**config.mk**
```make
export PLATFORM = sky130hd
export DESIGN_NAME = pic_top
export DESIGN_NICKNAME = d
export VERILOG_FILES = /design/src/pic_pkg.sv /design/src/pic_ext_trigger.sv /design/src/pic_prio_select.sv /design/src/pic_top.sv
export VERILOG_INCLUDE_DIRS = /design/src
export SDC_FILE = /design/constraint.sdc
export NUM_CORES = 1
export LEC_CHECK = 0
export ABC_CLOCK_PERIOD_IN_PS = 27000
export BUFFER_PORTS_ARGS = -buffer_cell sky130_fd_sc_hd__buf_2
export CORE_MARGIN = 2
export CORE_UTILIZATION = 60
export CTS_BUF_LIST = sky130_fd_sc_hd__clkbuf_4
export DETAILED_ROUTE_END_ITERATION = 16
export HOLD_SLACK_MARGIN = 0.12
export MAX_ROUTING_LAYER = met4
export PLACE_DENSITY_LB_ADDON = 0.05
export SLEW_MARGIN = 20
export SYNTH_ARGS = -nofsm -noshare
export SYNTH_HDL_FRONTEND = slang
export SYNTH_HIERARCHICAL = 1
export SYNTH_SLANG_ARGS = --single-unit
export TNS_END_PERCENT = 10
```
**constraint.sdc**
```tcl
create_clock -name pclk -period 27 [get_ports pclk]
set_input_delay 2.7 -clock pclk [delete_from_list [all_inputs] [get_ports pclk]]
set_output_delay 2.7 -clock pclk [all_outputs]
set_load 0.02 [all_outputs]
```
**src/pic_cfg.svh**
```systemverilog
// Register offsets, field positions, codes and vector constants of the interrupt controller
`ifndef PIC_CFG_SVH
`define PIC_CFG_SVH
`define PIC_ADDR_W        8
`define PIC_OFS_IE0       8'h00
`define PIC_OFS_IE1       8'h04
`define PIC_OFS_IE2       8'h08
`define PIC_OFS_IP0       8'h0c
`define PIC_OFS_IP1       8'h10
`define PIC_OFS_IP2       8'h14
`define PIC_OFS_IP3       8'h18
`define PIC_OFS_TRIG      8'h1c
`define PIC_OFS_EXT_FLAG  8'h20
`define PIC_OFS_EXT_EN    8'h24
`define PIC_OFS_STATE     8'h28
`define PIC_OFS_EVT_STAT  8'h2c
`define PIC_OFS_EVT_MASK  8'h30
`define PIC_IE0_GLOBAL    7
`define PIC_RST_BYTE      8'h00
`define PIC_RST_WORD      32'h0000_0000
`define PIC_RST_HALF      16'h0000
`define PIC_VEC_BASE      16'h0003
`define PIC_VEC_STEP      16'h0008
`define PIC_VEC_GAP_IDX   4'hd
`define PIC_SRC_EXT0      4'h0
`define PIC_SRC_EXT1      4'h2
`define PIC_SRC_GRP_LO    14
`define PIC_SRC_GRP_HI    15
`define PIC_GRP_LO_MASK   16'h00fc
`define PIC_GRP_HI_MASK   16'hfe00
`define PIC_EXT_SW_MASK   16'hfffc
`define PIC_LVL_TOP       2'h3
`define PIC_EVT_TAKE      0
`define PIC_EVT_EXIT      1
`define PIC_EVT_BAD_EXIT  2
`endif

```
**src/pic_pkg.sv**
```systemverilog
// Types shared by the interrupt controller modules
package pic_pkg;
  typedef enum logic [1:0] {
    PIC_TRIG_RISE = 2'b00,
    PIC_TRIG_FALL = 2'b01,
    PIC_TRIG_BOTH = 2'b10,
    PIC_TRIG_LOW  = 2'b11
  } pic_trig_e;
  typedef logic [1:0] pic_level_t;
  typedef logic [3:0] pic_idx_t;
endpackage

```
**src/pic_ext_trigger.sv**
```systemverilog
// Synchroniser and trigger detector for one external interrupt input
`timescale 1ns/1ps
module pic_ext_trigger
  import pic_pkg::*;
(
  // Clock and reset
  input  wire logic pclk,
  input  wire logic presetn,
  input  wire logic clk_en,
  // Pin and mode
  input  wire logic pin,
  input  pic_trig_e mode,
  // Trigger seen
  output logic      hit
);
  logic meta_q;
  logic sync_q;
  logic prev_q;

  always_ff @(posedge pclk or negedge presetn) begin
    if (!presetn) begin
      meta_q <= 1'b1;
      sync_q <= 1'b1;
      prev_q <= 1'b1;
    end else if (clk_en) begin
      meta_q <= pin;
      sync_q <= meta_q;
      prev_q <= sync_q;
    end
  end

  always_comb begin
    hit = 1'b0;
    unique case (mode)
      PIC_TRIG_RISE: hit = sync_q & ~prev_q;
      PIC_TRIG_FALL: hit = ~sync_q & prev_q;
      PIC_TRIG_BOTH: hit = sync_q ^ prev_q;
      PIC_TRIG_LOW:  hit = ~sync_q;
    endcase
  end
endmodule // pic_ext_trigger

```
**src/pic_prio_select.sv**
```systemverilog
// Picks the highest level request, ties going to the lowest polling position
`timescale 1ns/1ps
module pic_prio_select
  import pic_pkg::*;
(
  // Requests and their levels
  input  wire logic [15:0] req,
  input  wire logic [31:0] prio,
  // Winner
  output logic             sel_valid,
  output pic_idx_t         sel_idx,
  output pic_level_t       sel_level
);
  always_comb begin
    sel_valid = 1'b0;
    sel_idx   = '0;
    sel_level = '0;
    for (int i = 0; i < 16; i++) begin
      if (req[i] && (!sel_valid || prio[2*i +: 2] > sel_level)) begin
        sel_valid = 1'b1;
        sel_idx   = 4'(i);
        sel_level = prio[2*i +: 2];
      end
    end
  end
endmodule // pic_prio_select

```
**src/pic_top.sv**
```systemverilog
// Prioritised 16-source interrupt controller with APB registers and core vector handshake
// Behaviour
// RULE1: On acceptance core pushes PC, then loads source vector 0003h to 0083h.
// RULE2: Service needs source flag, its enable, and the global enable all set.
// RULE3: Each source has a 2-bit level, 00 lowest up to 11 highest.
// RULE4: During service only strictly higher levels are accepted; others stay pending.
// RULE5: While level 3 is in service nothing else is accepted.
// RULE6: Among pending requests of different levels the higher level wins.
// RULE7: Equal levels resolve by fixed polling order, external 0 first, group last.
// RULE8: Vectoring waits for instruction end, then pushes PC, blocks level, loads vector.
// RULE9: Interrupt exit pops PC and clears the active level's in-service state.
// RULE10: Subroutine return leaves in-service state untouched; handlers must use interrupt exit.
// RULE11: External 0 and 1 own vectors; others share two group vectors. External 8 is in neither group mask here.
// RULE12: Each external input has rising, falling, both-edge or low-level trigger.
// RULE13: Entry clears external 0 and 1 flags; software clears flags 2 to 15.
// RULE14: An external request still held after service raises a new interrupt.
// RULE15: Low-level source holds its input until registered, two clocks.
// RULE16: Falling-edge wake needs pin held high and both enables set beforehand.
// RULE17: First priority register: timer1 7-6, ext1 5-4, timer0 3-2, ext0 1-0.
// RULE18: Global enable is bit 7 of first enable register, reset to 0.
// RULE19: One in-service bit per level; exit clears highest; highest sets threshold.
`timescale 1ns/1ps
`include "pic_cfg.svh"
module pic_top
  import pic_pkg::*;
(
  // Clock, reset, enable
  input  wire logic        pclk,
  input  wire logic        presetn,
  input  wire logic        clk_en,
  // APB slave
  input  wire logic        psel,
  input  wire logic        penable,
  input  wire logic        pwrite,
  input  wire logic [7:0]  paddr,
  input  wire logic [31:0] pwdata,
  output logic [31:0]      prdata,
  output logic             pready,
  output logic             pslverr,
  // External pins and on-chip flags
  input  wire logic [15:0] ext_pin,
  input  wire logic [15:0] src_flag,
  // Processor core
  input  wire logic        instr_boundary,
  input  wire logic        isr_exit_instr,
  input  wire logic        subroutine_exit_instr,
  output logic             vector_take,
  output logic [15:0]      vector_addr,
  output logic [3:0]       in_service,
  // Event interrupt
  output logic             irq_out
);
  logic [7:0]  ie0_q;
  logic [7:0]  ie1_q;
  logic [7:0]  ie2_q;
  logic [31:0] prio_q;
  logic [31:0] trig_q;
  logic [15:0] ext_en_q;
  logic [15:0] ext_flag_q;
  logic [15:0] ext_hit;
  logic [3:0]  isv_q;
  logic [2:0]  evt_q;
  logic [2:0]  evt_mask_q;
  logic        take_q;
  logic [15:0] vec_q;
  logic [31:0] rdata_q;
  logic [15:0] src_en;
  logic [15:0] req;
  logic        sel_valid;
  pic_idx_t    sel_idx;
  pic_level_t  sel_level;
  pic_level_t  isv_top;
  logic        accept;
  logic        do_exit;
  logic        wr;
  logic        rd;
  logic        mapped;
  logic [15:0] ext_sw_clr;

  // APB: zero wait states, read data latched in the setup cycle, write data taken in the access cycle
  assign wr      = psel & penable & pwrite & clk_en;
  assign rd      = psel & penable & ~pwrite & clk_en;
  assign pready  = 1'b1;
  assign prdata  = rdata_q;
  assign mapped  = (paddr <= `PIC_OFS_EVT_MASK) && (paddr[1:0] == 2'b00);
  assign pslverr = psel & penable & ~mapped;

  // Trigger detectors, one per external input
  for (genvar g = 0; g < 16; g++) begin : g_ext
    pic_ext_trigger u_trig (
      .pclk    (pclk),
      .presetn (presetn),
      .clk_en  (clk_en),
      .pin     (ext_pin[g]),
      .mode    (pic_trig_e'(trig_q[2*g +: 2])),
      .hit     (ext_hit[g])
    ); // RULE12
  end

  // Per-source enables in polling order
  assign src_en = {ie1_q[6], ie1_q[5], ie1_q[4], ie1_q[2], ie2_q[2], ie2_q[1], ie1_q[1],
                   ie1_q[0], ie0_q[6], ie2_q[0], ie0_q[5], ie0_q[4], ie0_q[3], ie0_q[2],
                   ie0_q[1], ie0_q[0]};

  // Request vector: ext 0/1 own slots, 2-7 and 9-15 share group slots
  always_comb begin
    req = src_flag; // RULE11
    req[`PIC_SRC_EXT0] = ext_flag_q[0];
    req[`PIC_SRC_EXT1] = ext_flag_q[1];
    req[`PIC_SRC_GRP_LO] = |(ext_flag_q & ext_en_q & `PIC_GRP_LO_MASK);
    req[`PIC_SRC_GRP_HI] = |(ext_flag_q & ext_en_q & `PIC_GRP_HI_MASK);
    req = req & src_en & {16{ie0_q[`PIC_IE0_GLOBAL]}}; // RULE2
  end

  pic_prio_select u_sel (
    .req       (req),
    .prio      (prio_q),
    .sel_valid (sel_valid),
    .sel_idx   (sel_idx),
    .sel_level (sel_level)
  ); // RULE3 RULE6 RULE7

  // Highest level now in service
  always_comb begin
    isv_top = '0;
    for (int l = 0; l < 4; l++) begin
      if (isv_q[l]) begin
        isv_top = 2'(l); // RULE19
      end
    end
  end

  // Strictly higher than the active level; a level 3 service blocks all
  assign accept  = instr_boundary & sel_valid & (~|isv_q | (sel_level > isv_top)); // RULE4 RULE5 RULE8
  assign do_exit = isr_exit_instr & |isv_q;

  // In-service bits: set on take, highest cleared on exit
  always_ff @(posedge pclk or negedge presetn) begin
    if (!presetn) begin
      isv_q <= '0;
    end else if (clk_en) begin
      // An exit is never lost, even when a new take lands in the same cycle
      if (do_exit) begin
        isv_q[isv_top] <= 1'b0; // RULE9 RULE10 RULE19
      end
      if (accept) begin
        isv_q[sel_level] <= 1'b1; // RULE8
      end
    end
  end

  // Vector handshake to core: one-cycle pulse, core pushes PC then jumps
  always_ff @(posedge pclk or negedge presetn) begin
    if (!presetn) begin
      take_q <= 1'b0;
      vec_q  <= `PIC_RST_HALF;
    end else if (clk_en) begin
      take_q <= accept; // RULE1
      if (accept) begin
        vec_q <= `PIC_VEC_BASE + `PIC_VEC_STEP *
                 ((sel_idx < `PIC_VEC_GAP_IDX) ? {12'h000, sel_idx} : {12'h000, sel_idx} + 16'h0001);
      end
    end
  end
  assign vector_take = take_q;
  assign vector_addr = vec_q;
  assign in_service  = isv_q;

  // Software clears only flags 2 to 15
  assign ext_sw_clr = (wr && paddr == `PIC_OFS_EXT_FLAG) ? (pwdata[15:0] & `PIC_EXT_SW_MASK)
                                                        : `PIC_RST_HALF;

  // External flags: hit wins over any clear; held level re-raises after service
  always_ff @(posedge pclk or negedge presetn) begin
    if (!presetn) begin
      ext_flag_q <= `PIC_RST_HALF;
    end else if (clk_en) begin
      for (int i = 0; i < 16; i++) begin
        if (ext_hit[i]) begin
          ext_flag_q[i] <= 1'b1; // RULE14 RULE15
        end else if (accept && ((i == 0 && sel_idx == `PIC_SRC_EXT0) ||
                                (i == 1 && sel_idx == `PIC_SRC_EXT1))) begin
          ext_flag_q[i] <= 1'b0; // RULE13
        end else if (ext_sw_clr[i]) begin
          ext_flag_q[i] <= 1'b0; // RULE13
        end
      end
    end
  end

  // Configuration registers
  always_ff @(posedge pclk or negedge presetn) begin
    if (!presetn) begin
      ie0_q    <= `PIC_RST_BYTE; // RULE18
      ie1_q    <= `PIC_RST_BYTE;
      ie2_q    <= `PIC_RST_BYTE;
      prio_q   <= `PIC_RST_WORD;
      trig_q   <= `PIC_RST_WORD;
      ext_en_q <= `PIC_RST_HALF;
      evt_mask_q <= '0;
    end else if (wr) begin
      unique case (paddr)
        `PIC_OFS_IE0:      ie0_q    <= pwdata[7:0]; // RULE18
        `PIC_OFS_IE1:      ie1_q    <= pwdata[7:0] & 8'h77;
        `PIC_OFS_IE2:      ie2_q    <= pwdata[7:0] & 8'h07;
        `PIC_OFS_IP0:      prio_q[7:0]   <= pwdata[7:0]; // RULE17
        `PIC_OFS_IP1:      prio_q[15:8]  <= pwdata[7:0];
        `PIC_OFS_IP2:      prio_q[23:16] <= pwdata[7:0];
        `PIC_OFS_IP3:      prio_q[31:24] <= pwdata[7:0];
        `PIC_OFS_TRIG:     trig_q   <= pwdata;
        `PIC_OFS_EXT_EN:   ext_en_q <= pwdata[15:0];
        `PIC_OFS_EVT_MASK: evt_mask_q <= pwdata[2:0];
        default: ;
      endcase
    end
  end

  // Event status: set wins over read-clear
  always_ff @(posedge pclk or negedge presetn) begin
    if (!presetn) begin
      evt_q <= '0;
    end else if (clk_en) begin
      // Clear only what the setup cycle captured, so a later event is not lost
      evt_q <= ((rd && paddr == `PIC_OFS_EVT_STAT) ? (evt_q & ~rdata_q[2:0]) : evt_q) |
               {isr_exit_instr & ~|isv_q, do_exit, accept};
    end
  end
  assign irq_out = |(evt_q & evt_mask_q);

  // Read data captured in the setup cycle
  always_ff @(posedge pclk or negedge presetn) begin
    if (!presetn) begin
      rdata_q <= `PIC_RST_WORD;
    end else if (clk_en && psel && !penable) begin
      unique case (paddr)
        `PIC_OFS_IE0:      rdata_q <= {24'h0, ie0_q};
        `PIC_OFS_IE1:      rdata_q <= {24'h0, ie1_q};
        `PIC_OFS_IE2:      rdata_q <= {24'h0, ie2_q};
        `PIC_OFS_IP0:      rdata_q <= {24'h0, prio_q[7:0]};
        `PIC_OFS_IP1:      rdata_q <= {24'h0, prio_q[15:8]};
        `PIC_OFS_IP2:      rdata_q <= {24'h0, prio_q[23:16]};
        `PIC_OFS_IP3:      rdata_q <= {24'h0, prio_q[31:24]};
        `PIC_OFS_TRIG:     rdata_q <= trig_q;
        `PIC_OFS_EXT_FLAG: rdata_q <= {16'h0, ext_flag_q};
        `PIC_OFS_EXT_EN:   rdata_q <= {16'h0, ext_en_q};
        `PIC_OFS_STATE:    rdata_q <= {19'h0, sel_valid, sel_idx, sel_level, isv_top, isv_q};
        `PIC_OFS_EVT_STAT: rdata_q <= {29'h0, evt_q};
        `PIC_OFS_EVT_MASK: rdata_q <= {29'h0, evt_mask_q};
        default:           rdata_q <= `PIC_RST_WORD;
      endcase
    end
  end

  // Helper copies for checks
  logic       chk_glob_q;
  logic       chk_bnd_q;
  logic [3:0] chk_isv_q;
  pic_level_t chk_lvl_q;
  pic_idx_t   chk_idx_q;
  logic       chk_hit0_q;
  always_ff @(posedge pclk or negedge presetn) begin
    if (!presetn) begin
      chk_glob_q <= 1'b0;
      chk_bnd_q  <= 1'b0;
      chk_isv_q  <= '0;
      chk_lvl_q  <= '0;
      chk_idx_q  <= '0;
      chk_hit0_q <= 1'b0;
    end else if (clk_en) begin
      chk_glob_q <= ie0_q[`PIC_IE0_GLOBAL];
      chk_bnd_q  <= instr_boundary;
      chk_isv_q  <= isv_q;
      chk_lvl_q  <= sel_level;
      chk_idx_q  <= sel_idx;
      chk_hit0_q <= ext_hit[0];
    end
  end

  a_global_gate: assert property (@(posedge pclk) disable iff (!presetn)
    vector_take |-> chk_glob_q) else $error("vector taken with global enable off"); // RULE2
  a_vector_range: assert property (@(posedge pclk) disable iff (!presetn)
    vector_take |-> (vector_addr >= 16'h0003 && vector_addr <= 16'h0083 &&
                     vector_addr[2:0] == 3'h3)) else $error("vector out of range"); // RULE1
  a_take_boundary: assert property (@(posedge pclk) disable iff (!presetn)
    vector_take |-> chk_bnd_q) else $error("vector taken mid-instruction"); // RULE8
  a_strict_nest: assert property (@(posedge pclk) disable iff (!presetn)
    vector_take && chk_isv_q != 4'h0 |-> !chk_isv_q[3] &&
    (!chk_isv_q[2] || chk_lvl_q == 2'h3) && (!chk_isv_q[1] || chk_lvl_q >= 2'h2) &&
    (!chk_isv_q[0] || chk_lvl_q != 2'h0))
    else $error("nested take not higher"); // RULE4
  a_top_blocks: assert property (@(posedge pclk) disable iff (!presetn)
    vector_take |-> !chk_isv_q[3]) else $error("take while level 3 in service"); // RULE5
  a_level_marked: assert property (@(posedge pclk) disable iff (!presetn)
    vector_take |-> in_service[chk_lvl_q]) else $error("taken level not in service"); // RULE8
  a_exit_clears: assert property (@(posedge pclk) disable iff (!presetn)
    clk_en && do_exit && !accept |=> in_service == ($past(isv_q) & ~(4'h1 << $past(isv_top))))
    else $error("exit did not clear top level"); // RULE9
  a_ret_keeps: assert property (@(posedge pclk) disable iff (!presetn)
    clk_en && subroutine_exit_instr && !isr_exit_instr && !accept |=> $stable(in_service))
    else $error("subroutine return changed service state"); // RULE10
  a_ext0_clear: assert property (@(posedge pclk) disable iff (!presetn)
    vector_take && chk_idx_q == `PIC_SRC_EXT0 && !chk_hit0_q |-> !ext_flag_q[0])
    else $error("ext0 flag not cleared on entry"); // RULE13
  a_group_vector: assert property (@(posedge pclk) disable iff (!presetn)
    vector_take && chk_idx_q == 4'hf |-> vector_addr == 16'h0083)
    else $error("last group vector wrong"); // RULE11

  c_nested: cover property (@(posedge pclk) disable iff (!presetn)
    vector_take && chk_isv_q != 4'h0);
  c_exit: cover property (@(posedge pclk) disable iff (!presetn) clk_en && do_exit);
  c_top_level: cover property (@(posedge pclk) disable iff (!presetn) isv_q[3]);
  c_irq: cover property (@(posedge pclk) disable iff (!presetn) irq_out);
endmodule // pic_top

```
### Yosys cells after proc, flatten, opt, wreduce, memory -nomap -nowiden

Index checks and enable logic that the tools add are counted.

* register bits: 220
* input bits: 81
* output and inout bits: 56
* logic and storage cells: 500

* $add $sub $neg: 2
* magnitude comparators: 22
* equality and inequality tests: 61
* multiplexer cells: 111
* bitwise operators: 103
* reduce and logical (&&, ||, !) cells: 122

Operators by type and width (number)
* one-hot mux 32 bit (13 select lines): 1
* equality test 2 bit (second input constant): 32
* one-hot mux 1 bit (4 select lines): 16
* two-way mux 1 bit: 54
* AND reduction 2 bit: 27
* AND 16 bit: 3
* two-way mux 4 bit: 11
* AND 1 bit: 42
* equality test 8 x 6 -> 1 bit (second input constant): 5
* two-way mux 2 bit: 20
* zero test 2 bit: 17
* NOT 1 bit: 34
* equality test 2 x 1 -> 1 bit (second input constant): 16
* equality test 8 x 5 -> 1 bit (second input constant): 4
* > comparator 2 bit: 16
* nonzero test 2 bit: 14
* logical AND 1 bit: 24
* zero test 1 bit: 17
* equality test 8 x 4 -> 1 bit (second input constant): 2
* two-way mux 16 bit: 1
* bitwise XOR 1 bit: 16
* logical OR 1 bit: 15
* two-way mux 3 bit: 5
* adder 2 x 8 -> 9 bit (first input constant): 1
* other kinds (23): 28

### Longest topological paths before layout

Gate-level depths: netlist of run 1.

* depth after elaboration: 71
* mapped depth: 113
* mapped depth without buffers: 111

### Hierarchy

Netlist of run 1, hierarchy kept.

Modules (own cells, without submodules)
* pic_top: instances 1, cells an instance 654, area each 7810.0 um^2, seq. area each 4053.9 um^2
* pic_ext_trigger: instances 16, cells an instance 14, area each 166.4 um^2, seq. area each 78.8 um^2
* pic_prio_select: instances 1, cells an instance 244, area each 1676.6 um^2, seq. area each 0.0 um^2

### Worst setup path before layout of run 1

OpenSTA, ideal clock, no wires.

* path type: input to register
* start point: input src_flag[1]
* end point: register ext_flag_q[0]
* setup time: 0.121 ns
* arrival time: 20.196 ns
* data required time: 26.879 ns
* slack: 6.683 ns
* stages on the path: 99
* buffers on the path: 0
* cell sequence: and3_1 -> o311a_1 -> a22oi_1 -> ha_1 -> nor2b_1 -> o311a_2 -> a221oi_2 -> or2_2 -> ha_1 -> nor2b_1 -> a2bb2oi_1 -> o21a_1 -> nor2_1 -> nor2_1 -> ha_1 -> nor2b_1 -> o21a_1 -> o21a_1 -> [63 not listed] -> o21ai_0 -> nand2_1 -> nand2_1 -> mux2_2 -> ha_1 -> a21oi_1 -> a21oi_1 -> o21ai_1 -> and2_1 -> inv_1 -> o31ai_1 -> inv_1 -> ha_1 -> nor2b_1 -> a2bb2oi_1 -> o2111a_1 -> nand3_1 -> a22o_1

* cells in the longest elaborated chain, start to end: 66

RTL lines
* start: declaration: line pic_top.sv:42 `input wire logic [15:0] src_flag,`
* AND 16 bit (*) (2 in a row): line pic_top.sv:112 `` req = req & src_en & {16{ie0_q[`PIC_IE0_GLOBAL]}}; ``
* logical AND 1 bit (*): line pic_prio_select.sv:19 `if (req[i] && (!sel_valid || prio[2*i +: 2] > sel_level)) begin`
* two-way mux 2 bit or two-way mux 1 bit (tied branches): line pic_prio_select.sv:19
* > comparator 2 bit or zero test 1 bit (tied branches): line pic_prio_select.sv:19
* logical OR 1 bit: line pic_prio_select.sv:19
* logical AND 1 bit: line pic_prio_select.sv:19
* two-way mux 2 bit or two-way mux 1 bit (tied branches): line pic_prio_select.sv:19
* > comparator 2 bit or zero test 1 bit (tied branches): line pic_prio_select.sv:19
* [50 not listed]
* two-way mux 2 bit (*): line pic_prio_select.sv:19
* net sel_level[0]: line pic_top.sv:71 `pic_level_t sel_level;`
* > comparator 2 bit (*): line pic_top.sv:134 `assign accept = instr_boundary & sel_valid & (~|isv_q | (sel_level > isv_top));`
* OR 1 bit (*): line pic_top.sv:134
* AND 1 bit (*): line pic_top.sv:134
* logical AND 1 bit (*): line pic_top.sv:181 `` end else if (accept && ((i == 0 && sel_idx == `PIC_SRC_EXT0) || ``
* nonzero test 3 bit (no source line) or two-way mux 1 bit (tied branches)
* AND reduction 2 bit (no source line) or two-way mux 1 bit (tied branches)
* end signal: assignment: line pic_top.sv:176 `` ext_flag_q <= `PIC_RST_HALF; ``
* end: declaration: line pic_top.sv:59 `logic [15:0] ext_flag_q;`

The timed path passes the listed nets; every way through them passes the cells marked *.
A chain may end at the register's enable or synchronous reset.

### Worst setup path after layout of run 1

* start point: input src_flag[1]
* end point: register ext_flag_q[0]

* cells in the longest elaborated chain, start to end: 66

RTL lines
* AND 16 bit (*) (2 in a row): line pic_top.sv:112
* net req[1]: line pic_top.sv:68 `logic [15:0] req;`
* logical AND 1 bit (*): line pic_prio_select.sv:19
* two-way mux 2 bit or two-way mux 1 bit (tied branches): line pic_prio_select.sv:19
* > comparator 2 bit or zero test 1 bit (tied branches): line pic_prio_select.sv:19
* logical OR 1 bit: line pic_prio_select.sv:19
* logical AND 1 bit: line pic_prio_select.sv:19
* two-way mux 2 bit or two-way mux 1 bit (tied branches): line pic_prio_select.sv:19
* [51 not listed]
* two-way mux 2 bit (*): line pic_prio_select.sv:19
* net sel_level[0]: line pic_top.sv:71
* > comparator 2 bit (*): line pic_top.sv:134
* OR 1 bit (*): line pic_top.sv:134
* AND 1 bit (*): line pic_top.sv:134
* logical AND 1 bit (*): line pic_top.sv:181
* nonzero test 3 bit (no source line) or two-way mux 1 bit (tied branches)
* AND reduction 2 bit (no source line) or two-way mux 1 bit (tied branches)

Marks and branches as above.

==> flow_metrics.tcl, run 1 <==
set metrics [dict create \
    outcome "completed" \
    setup_tns_ns 0 \
    grt_max_degree 144 \
    grt_pass1_vias 9277 \
    crit_path_frequent_cell "sky130_fd_sc_hd__ha_1" \
    drt.antenna.violating_nets 0 \
    crit_path_top_delay_cell "sky130_fd_sc_hd__o31ai_1" \
    worst_path_required_ns 27.56 \
    power.leakage_nw 6.656 \
    worst_hold_startpoint "vector_addr[6]" \
    worst_r2r_startpoint "ie0_q[7]" \
    netlist-cell-type-count 94 \
    cts-buffers-inserted 56 \
    critPathLaunch "src_flag[1]" \
    grt-ovfl-total 0 \
    postCtsSetupRepairBufs 0 \
    clk_transition_reported_paths_ns 0.07 \
    met3_use_gr 0.06625 \
    synth.area.top_cells "sky130_fd_sc_hd__dfrtp_1 33%, sky130_fd_sc_hd__mux2_2 10%, sky130_fd_sc_hd__dfstp_2 10%, sky130_fd_sc_hd__ha_1 6.2%, sky130_fd_sc_hd__nand2_1 3.6%" \
    end_kind "register" \
    tritoncts "done" \
    gp_congestion 0.9501 \
    startpoint_type "primary input" \
    postCtsResizedCells 0 \
    ys_seq_elements 210 \
    clock_latency_on_the_worst_skew_pair_ns 0.68 \
    dieWidth_um 146.3 \
    area_share_of_the_leading_cell_type_in_the_synthesized_netlist 0.3337 \
    routing_layer_with_the_top_usage_in_global_route "met2" \
    max-vdd-ir-drop_mv 0.04385 \
    synth_sequential_area_ratio 0.4375 \
    finClkSkew_ns 0.03426 \
    fmax_ghz 0.04363 \
    worst_path_fanout_max 9 \
    timing.max_slew.rel_slack 0.2495 \
    per_instance_average_area_after_synthesis_um2 10.83 \
    final.min_clock_period_ns 22.92 \
    dr.pass1.iters 7 \
    io_buf_count 121 \
    yosys.area.top_type "sky130_fd_sc_hd__dfrtp_1" \
    synth_area_um2 12150 \
    avgViaCountPerCell 6.035 \
    cell_rows 52 \
    core_area_um2 20040 \
    cts.sinks 210 \
    number_of_warnings_issued_by_yosys 6 \
    grt_first_pass_wirelength_mm 51.73 \
    area_growth_syn_to_layout_pct 13.09 \
    hold_slack_ns 0.4712 \
    dieArea_um2 21400 \
    post_detail_place_hpwl_mm 23.64 \
    filler_cell_count 1610 \
    drv_slew 0 \
    quantity_of_hold_fixing_buffers_added_after_cts 0 \
    max_cap_violations 0 \
    min_period_over_period 0.8488 \
    route.detailed.drc 0 \
    drtIter0Drc 793 \
    start_util 0.6063 \
    routed-via-count 9577 \
    timing_hold_violations_final 0 \
    async_flop_share 1.000 \
    antenna_found_initial 2 \
    use_met1 0.4611 \
    wl_per_cell_um 20.70 \
    num_io_pins 137 \
    clk_root_buffer_cell "sky130_fd_sc_hd__clkbuf_4" \
    worst-slew-pin-transition_ns 1.125 \
    grt_setup_unrepaired "false" \
    arrival_ns 23.48 \
    synth-main-ff-cell "sky130_fd_sc_hd__dfrtp_1" \
    ctsHtreeMaxLevel 2 \
    setup_viols_final 0 \
    chipHeight_um 146.3 \
    criticalPathCategory "in2reg" \
    pwr_density_cell_nw_per_um2 50.73 \
    synthCells 1122 \
    gr-usage-all-layers 0.3193 \
    post_route_cells_drive_above_1_share 0.3549 \
    finish.net_count 1407 \
    groute.layer.met2.usage 0.4620 \
    synth_edf_count 0 \
    critical_path.max_stage_delay_ns 0.63 \
    routed_wirelength_mm 32.85 \
    cts.path.max_buffers 3 \
    holdCritPathClass "reg2reg" \
]
area by class of cell:
cell class              instances  area (um^2)  area share
clock buffers                  93        698.2     0.05082
multi-input cells             782         6272      0.4565
clock inverters                12        77.57    0.005646
well taps                     270        337.8     0.02459
diodes                          4        10.01   0.0007285
flip-flops and latches        210         5315      0.3869
repair buffers                130        705.7     0.05136
inverters                      86        322.8     0.02350
per-layer routing:
metal	part of all wire	vias to the layer above	wire, um
met1	0.46	4703	15050
met5	0	-	0
met2	0.44	371	14520
met3	0.081	48	2663
li1	-	4455	-
met4	0.019	0	613
cell families after synthesis:
| family | synth area share |
|---|---|
| xor gates and xnor gates | 0.0007210 |
| AOI/OAI and AO/OA | 0.1489 |
| other | 0.0006182 |
| muxes | 0.1738 |
| DFF | 0.4375 |
| and+or+nand+nor | 0.1263 |
| buffers and inverters | 0.05036 |
| adders and majority gates | 0.06179 |
synth_stat cells (4+ instances only):
library cell,n
sky130_fd_sc_hd__o21ai_0,72
sky130_fd_sc_hd__ha_1,60
sky130_fd_sc_hd__o31ai_1,5
sky130_fd_sc_hd__nand2b_1,4
sky130_fd_sc_hd__nand3b_1,4
sky130_fd_sc_hd__mux2_4,10
sky130_fd_sc_hd__and2_1,5
sky130_fd_sc_hd__a22o_1,37
sky130_fd_sc_hd__and3_1,21
sky130_fd_sc_hd__o22ai_1,5
sky130_fd_sc_hd__inv_1,68
sky130_fd_sc_hd__a22oi_1,19
sky130_fd_sc_hd__a211oi_1,7
sky130_fd_sc_hd__nand2_1,118
sky130_fd_sc_hd__buf_4,12
sky130_fd_sc_hd__o21a_1,5
sky130_fd_sc_hd__mux2i_1,25
sky130_fd_sc_hd__inv_2,17
sky130_fd_sc_hd__a21o_1,7
sky130_fd_sc_hd__buf_2,15
sky130_fd_sc_hd__nor3_1,12
sky130_fd_sc_hd__nor2b_1,9
sky130_fd_sc_hd__buf_1,5
sky130_fd_sc_hd__nor2_1,43
sky130_fd_sc_hd__dfstp_2,48
sky130_fd_sc_hd__a21oi_1,21
sky130_fd_sc_hd__o211ai_1,4
sky130_fd_sc_hd__nand3_1,31
sky130_fd_sc_hd__mux4_2,19
sky130_fd_sc_hd__nand4_1,4
sky130_fd_sc_hd__dfrtp_1,162
sky130_fd_sc_hd__a31oi_1,10
sky130_fd_sc_hd__clkbuf_1,16
sky130_fd_sc_hd__nor4_1,7
sky130_fd_sc_hd__mux2_2,113
sky130_fd_sc_hd__buf_6,4
state kept, by name, indices dropped and copies added, names as in the netlist:
register / cells
evt_mask_q: 3
evt_q: 3
ext_en_q: 16
ext_flag_q: 16
g_ext.u_trig/meta_q: 16
g_ext.u_trig/prev_q: 16
g_ext.u_trig/sync_q: 16
ie0_q: 8
ie1_q: 6
ie2_q: 3
in_service: 4
prdata: 32
prio_q: 32
trig_q: 32
vector_addr: 6
vector_take: 1
where the power goes:
part / total [mW] / switching (mW) / internal [mW]
sequential: 0.339 / 0.00762 / 0.331
combinational: 0.0616 / 0.0372 / 0.0243
clock: 0.297 / 0.132 / 0.165
total: 0.697 / 0.177 / 0.520
critical path: cells and delay by family:
| kind | cells | cell delay, ns |
|---|---|---|
| mux | 1 | 0.37 |
| simple gates | 32 | 4.82 |
| compound gates | 48 | 11.28 |
| fa+ha+maj | 15 | 3.96 |
| buf+inv | 4 | 0.33 |
metrics by stage:
step | setup slack [ns] | power [mW] | utilization | instance area [um^2] | instances
floorplan | 6.683 | 0.3791 | - | 12180 | 1130
global placement | 4.040 | 0.4018 | 0.6447 | 12920 | 1477
detailed placement | 3.764 | 0.4053 | 0.6447 | 12920 | 1477
CTS | 4.450 | 0.7043 | 0.6834 | 13700 | 1582
global route | 2.342 | 0.7308 | 0.6854 | 13730 | 1585
finish | 4.082 | 0.6970 | 0.6856 | 13740 | 1587
cell usage in the layout, fill, tap and decap left out, types with 25 or more instances in the layout:
cell type	instances
sky130_fd_sc_hd__o21ai_0	72
sky130_fd_sc_hd__dfrtp_1	162
sky130_fd_sc_hd__nor2_1	42
sky130_fd_sc_hd__dfstp_2	48
sky130_fd_sc_hd__ha_1	60
sky130_fd_sc_hd__mux2_2	113
sky130_fd_sc_hd__nand3_1	31
sky130_fd_sc_hd__mux2i_1	25
sky130_fd_sc_hd__clkbuf_4	93
sky130_fd_sc_hd__inv_1	68
sky130_fd_sc_hd__a22o_1	37
sky130_fd_sc_hd__nand2_1	118
sky130_fd_sc_hd__buf_2	119
path summary, 6_finish.rpt:
| path | cells after the start | slack (ns) | endpoint |
|---|---|---|---|
| setup / recovery | 100 | 4.08 | ext_flag_q[0] |
| setup reg to reg | 103 | 4.47 | ext_flag_q[0] |
| hold reg to reg | 2 | 0.47 | vector_addr[6] |
| hold / removal | 2 | 0.47 | vector_addr[6] |
| min in group asynchronous | 1 | 1.91 | vector_addr[7] |
| max in group asynchronous | 3 | 23.34 | in_service[2] |
Power figures use the tool's default switching activity.
==> run 2: changes to the inputs <==
- ABC_CLOCK_PERIOD_IN_PS: 27000 -> 22000
- clock period: 27 -> 22 ns (I/O delays scaled with it)
==> flow_metrics.tcl, run 2 (synthesis gave the netlist of run 1 again) <==
set metrics [dict create \
    outcome "completed" \
    max_cap_violations 0 \
    cts.sinks 210 \
    filler_cell_count 1641 \
    worst_path_fanout_max 9 \
    layout_commonest_cell "sky130_fd_sc_hd__dfrtp_1" \
    timing.max_slew.rel_slack 0.2719 \
    gr-usage-all-layers 0.3233 \
    clk_transition_reported_paths_ns 0.08 \
    start_util 0.6063 \
    drt.antenna.violating_nets 0 \
    crit_path_top_delay_cell "sky130_fd_sc_hd__a221o_1" \
    timing_hold_violations_final 0 \
    power.leakage_nw 6.713 \
    pwr_density_cell_nw_per_um2 61.69 \
    routed-via-count 9723 \
    dr.pass1.iters 5 \
    worst_path_required_ns 22.57 \
    grt_max_degree 136 \
    num_io_pins 137 \
    arrival_ns 21.11 \
    clock_latency_on_the_worst_skew_pair_ns 0.70 \
    worst-slew-pin-transition_ns 1.090 \
    core_area_um2 20040 \
    avgViaCountPerCell 6.092 \
    layout.cells.most_common_list "162 x sky130_fd_sc_hd__dfrtp_1, 119 x sky130_fd_sc_hd__buf_2, 118 x sky130_fd_sc_hd__nand2_1" \
    holdCritPathClass "reg2reg" \
    setup_viols_final 0 \
    finish.net_count 1420 \
    min_period_over_period 0.9336 \
    crit_path_frequent_cell "sky130_fd_sc_hd__ha_1" \
    critical_path.max_stage_delay_ns 0.46 \
    drtIter0Drc 708 \
    hold_slack_ns 0.4673 \
    cell_rows 52 \
    ctsHtreeMaxLevel 2 \
    io_buf_count 121 \
    cts.path.max_buffers 3 \
    power_uw 856.1 \
    antenna_found_initial 2 \
    grt_first_pass_wirelength_mm 52.17 \
    gp_congestion 0.9428 \
    drv_slew 0 \
    dieArea_um2 21400 \
    cts-buffers-inserted 54 \
    fmax_ghz 0.04869 \
    wl_per_cell_um 20.81 \
    post_detail_place_hpwl_mm 24.00 \
    tritoncts "done" \
    area_growth_syn_to_layout_pct 14.22 \
    routed_wirelength_mm 33.21 \
    chipHeight_um 146.3 \
    end_kind "register" \
    final.min_clock_period_ns 20.54 \
    route.detailed.drc 0 \
    max-vdd-ir-drop_mv 0.05818 \
    clk_root_buffer_cell "sky130_fd_sc_hd__clkbuf_4" \
    post_route_cells_drive_above_1_share 0.3656 \
    grt-ovfl-total 0 \
    finClkSkew_ns 0.07574 \
    dieWidth_um 146.3 \
    startpoint_type "primary input" \
    grt_pass1_vias 9307 \
    criticalPathCategory "in2reg" \
]
[run 2: final timing paths]
check | start | endpoint | slack [ns] | cells past startpoint
min in group asynchronous | presetn | vector_take | 1.40 | 1
setup / recovery | src_flag[1] | ext_flag_q[0] | 1.46 | 101
hold reg to reg | vector_addr[6] | vector_addr[6] | 0.47 | 2
max in group asynchronous | presetn | prio_q[26] | 18.78 | 3
hold / removal | vector_addr[6] | vector_addr[6] | 0.47 | 2
setup reg to reg | ext_flag_q[0] | ext_flag_q[0] | 1.63 | 104
[run 2: where the power goes]
part           internal [mW]  switching [mW]
clock network          0.201           0.163
registers              0.406         0.00942
logic                 0.0301          0.0464
[run 2: worst max-delay path: cells and delay by family]
kind | cells | cell delay [ns]
AOI/OAI and AO/OA | 47 | 9.75
and+or+nand+nor | 33 | 4.29
adders and majority gates | 15 | 3.97
buffers and inverters | 5 | 0.47
muxes | 1 | 0.37
[run 2: per-stage QoR]
| step | setup WS (ns) | cell area (um^2) | setup TNS [ns] | utilization | instances |
|---|---|---|---|---|---|
| after floorplan | 2.183 | 12180 | 0 | - | 1130 |
| after global placement | 0.3013 | 13020 | 0 | 0.6496 | 1490 |
| after detailed placement | 0.08320 | 13020 | 0 | 0.6496 | 1490 |
| after CTS | 0.7528 | 13780 | 0 | 0.6876 | 1591 |
| after global routing | -0.01770 | 13880 | -0.01770 | 0.6925 | 1596 |
| final | 1.460 | 13880 | 0 | 0.6925 | 1596 |
[run 2: cell type report]
type / instances / area [um^2] / area share
flip-flops and latches: 210 / 5315 / 0.3830
clock buffers: 86 / 645.6 / 0.04652
diodes: 2 / 5.005 / 0.0003607
inverters: 86 / 322.8 / 0.02326
clock inverters: 15 / 115.1 / 0.008295
well taps: 270 / 337.8 / 0.02434
repair buffers: 145 / 818.3 / 0.05897
multi-input cells: 782 / 6317 / 0.4552
[run 2: what timing repair did]
action | in CTS | in global routing
hold buffers | 0 | 0
gates resized for setup | 0 | 12
hold endpoints to repair | 0 | 0
setup buffers | 0 | 2
endpoints found under the setup margin | 0 | 16
[run 2: metal layers]
metal,wire (um),vias to the layer above,GRT usage
met5,0,-,-
met4,622,0,0.08544
met3,2896,48,0.06500
met2,15010,381,0.4783
met1,14680,4815,0.4610
li1,-,4479,-
==> run 3: changes to the inputs <==
- CELL_PAD_IN_SITES_DETAIL_PLACEMENT: unset -> 1
- CELL_PAD_IN_SITES_GLOBAL_PLACEMENT: unset -> 1
- CORE_UTILIZATION: 60 -> 49
==> flow_metrics.tcl, run 3 (synthesis gave the netlist of run 1 again) <==
set metrics [dict create \
    grt_first_pass_wirelength_mm 58.56 \
    r2r_slack_ns 1.54 \
    core_area_um2 24320 \
    dr.pass1.iters 5 \
    tritoncts "done" \
    hold_path_depth 2 \
    worst_r2r_startpoint "ext_flag_q[0]" \
    outcome "completed" \
    gr-usage-all-layers 0.2997 \
    grt_max_degree 139 \
    post_route_cells_drive_above_1_share 0.3730 \
    finClkSkew_ns 0.03782 \
    crit_path_top_delay_cell "sky130_fd_sc_hd__a221o_1" \
    pwr_density_cell_nw_per_um2 61.19 \
    antenna_found_initial 3 \
    power.leakage_nw 6.748 \
    fmax_ghz 0.04842 \
    gp_congestion 0.9006 \
    dieArea_um2 26070 \
    end_kind "register" \
    place_worst_setup_slack_ns -0.1349 \
    dieWidth_um 161.5 \
    utilization 0.5765 \
    area_growth_syn_to_layout_pct 15.41 \
    filler_cell_count 2725 \
    worst_path_required_ns 22.57 \
    worst_path_fanout_max 9 \
    route.detailed.drc 0 \
    routed_wirelength_mm 37.79 \
    drtIter0Drc 718 \
    timing.reg2reg.worst_path_depth 106 \
    rr_endpoint "ext_flag_q[0]" \
    min_period_over_period 0.9387 \
    holdCritPathClass "reg2reg" \
    timing.max_slew.rel_slack 0.2619 \
    timing_hold_violations_final 0 \
    max-vdd-ir-drop_mv 0.04575 \
    clk_transition_reported_paths_ns 0.06 \
    arrival_ns 21.22 \
    io_buf_count 121 \
    worst_hold_startpoint "vector_addr[6]" \
    num_io_pins 137 \
    worst_min_delay_path_endpoint "vector_addr[6]" \
    drt.antenna.violating_nets 0 \
    startpoint_type "primary input" \
    power_uw 857.9 \
    criticalPathCategory "in2reg" \
    ctsHtreeMaxLevel 2 \
    drv_slew 0 \
    start_util 0.4996 \
    cell_rows 57 \
    chipHeight_um 161.5 \
    worst-slew-pin-transition_ns 1.101 \
    grt_setup_unrepaired "false" \
    max_cap_violations 0 \
    layout.cells.most_common_list "162 x sky130_fd_sc_hd__dfrtp_1, 119 x sky130_fd_sc_hd__buf_2, 118 x sky130_fd_sc_hd__nand2_1" \
    avgViaCountPerCell 5.893 \
    cts.sinks 210 \
    layout_commonest_cell "sky130_fd_sc_hd__dfrtp_1" \
    cts.path.max_buffers 3 \
    grt_pass1_vias 10310 \
    finish.net_count 1429 \
    clock_latency_on_the_worst_skew_pair_ns 0.70 \
    post_detail_place_hpwl_mm 27.07 \
    cts-buffers-inserted 57 \
    grt-ovfl-total 0 \
    critical_path.max_stage_delay_ns 0.46 \
    fin_ws_ns 1.349 \
    setup_viols_final 0 \
    routed-via-count 9794 \
    final.min_clock_period_ns 20.65 \
    wl_per_cell_um 22.74 \
    crit_path_frequent_cell "sky130_fd_sc_hd__ha_1" \
    clk_root_buffer_cell "sky130_fd_sc_hd__clkbuf_4" \
]
run 3: per-layer routing:
layer | part of all wire | global-route usage | vias up
met5 | 0 | - | -
met4 | 0.019 | 0.07873 | 0
met3 | 0.045 | 0.03955 | 53
met2 | 0.50 | 0.4953 | 255
met1 | 0.44 | 0.3922 | 5013
li1 | - | - | 4473
run 3: repair_timing:
item / 4_1_cts / 5_1_grt
gates resized for setup: 0 / 15
endpoints found under the setup margin: 0 / 20
hold buffers: 0 / 0
setup buffers: 0 / 5
run 3: power by group:
part	switching, mW	internal (mW)	total, mW
Sequential	0.00981	0.406	0.416
Clock	0.170	0.193	0.363
Combinational	0.0484	0.0302	0.0786
run 3: layout make-up:
class / count / area [um^2] / area share
diodes: 3 / 7.507 / 0.0005354
clock buffers: 94 / 705.7 / 0.05033
clock inverters: 12 / 57.56 / 0.004105
inverters: 86 / 322.8 / 0.02302
multi-input cells: 782 / 6331 / 0.4515
flip-flops and latches: 210 / 5315 / 0.3791
well taps: 324 / 405.4 / 0.02891
repair buffers: 151 / 875.8 / 0.06247
run 3: worst max path at each step:
stage | start | end | slack, ns | depth (start not counted)
after global routing | src_flag[1] | ext_flag_q[0] | 0.02 | 106
final | src_flag[1] | ext_flag_q[0] | 1.35 | 104
after floorplan | src_flag[1] | ext_flag_q[0] | 2.18 | 99
after detailed placement | src_flag[1] | ext_flag_q[1] | -0.13 | 103
after CTS | src_flag[1] | ext_flag_q[1] | 0.55 | 103
after global placement | src_flag[1] | ext_flag_q[0] | 0.43 | 103
run 3: critical path: cells and delay by family:
kind                     cells  cell delay [ns]
AO/OA/AOI/OAI               49             9.78
AND/OR/NAND/NOR             32             4.13
adder cells (fa/ha/maj)     15             4.02
buffers and inverters        7             0.71
multiplexers                 1             0.37
run 3: stage by stage:
stage	std cells	TNS (ns)	cell area [um^2]	hold slack [ns]
floorplan	1130	0	12180	0.4625
global placement	1546	0	13100	0.4462
detailed placement	1546	-0.2813	13100	0.4564
CTS	1652	0	13860	0.4703
global route	1662	0	14020	0.4951
finish	1662	0	14020	0.4618
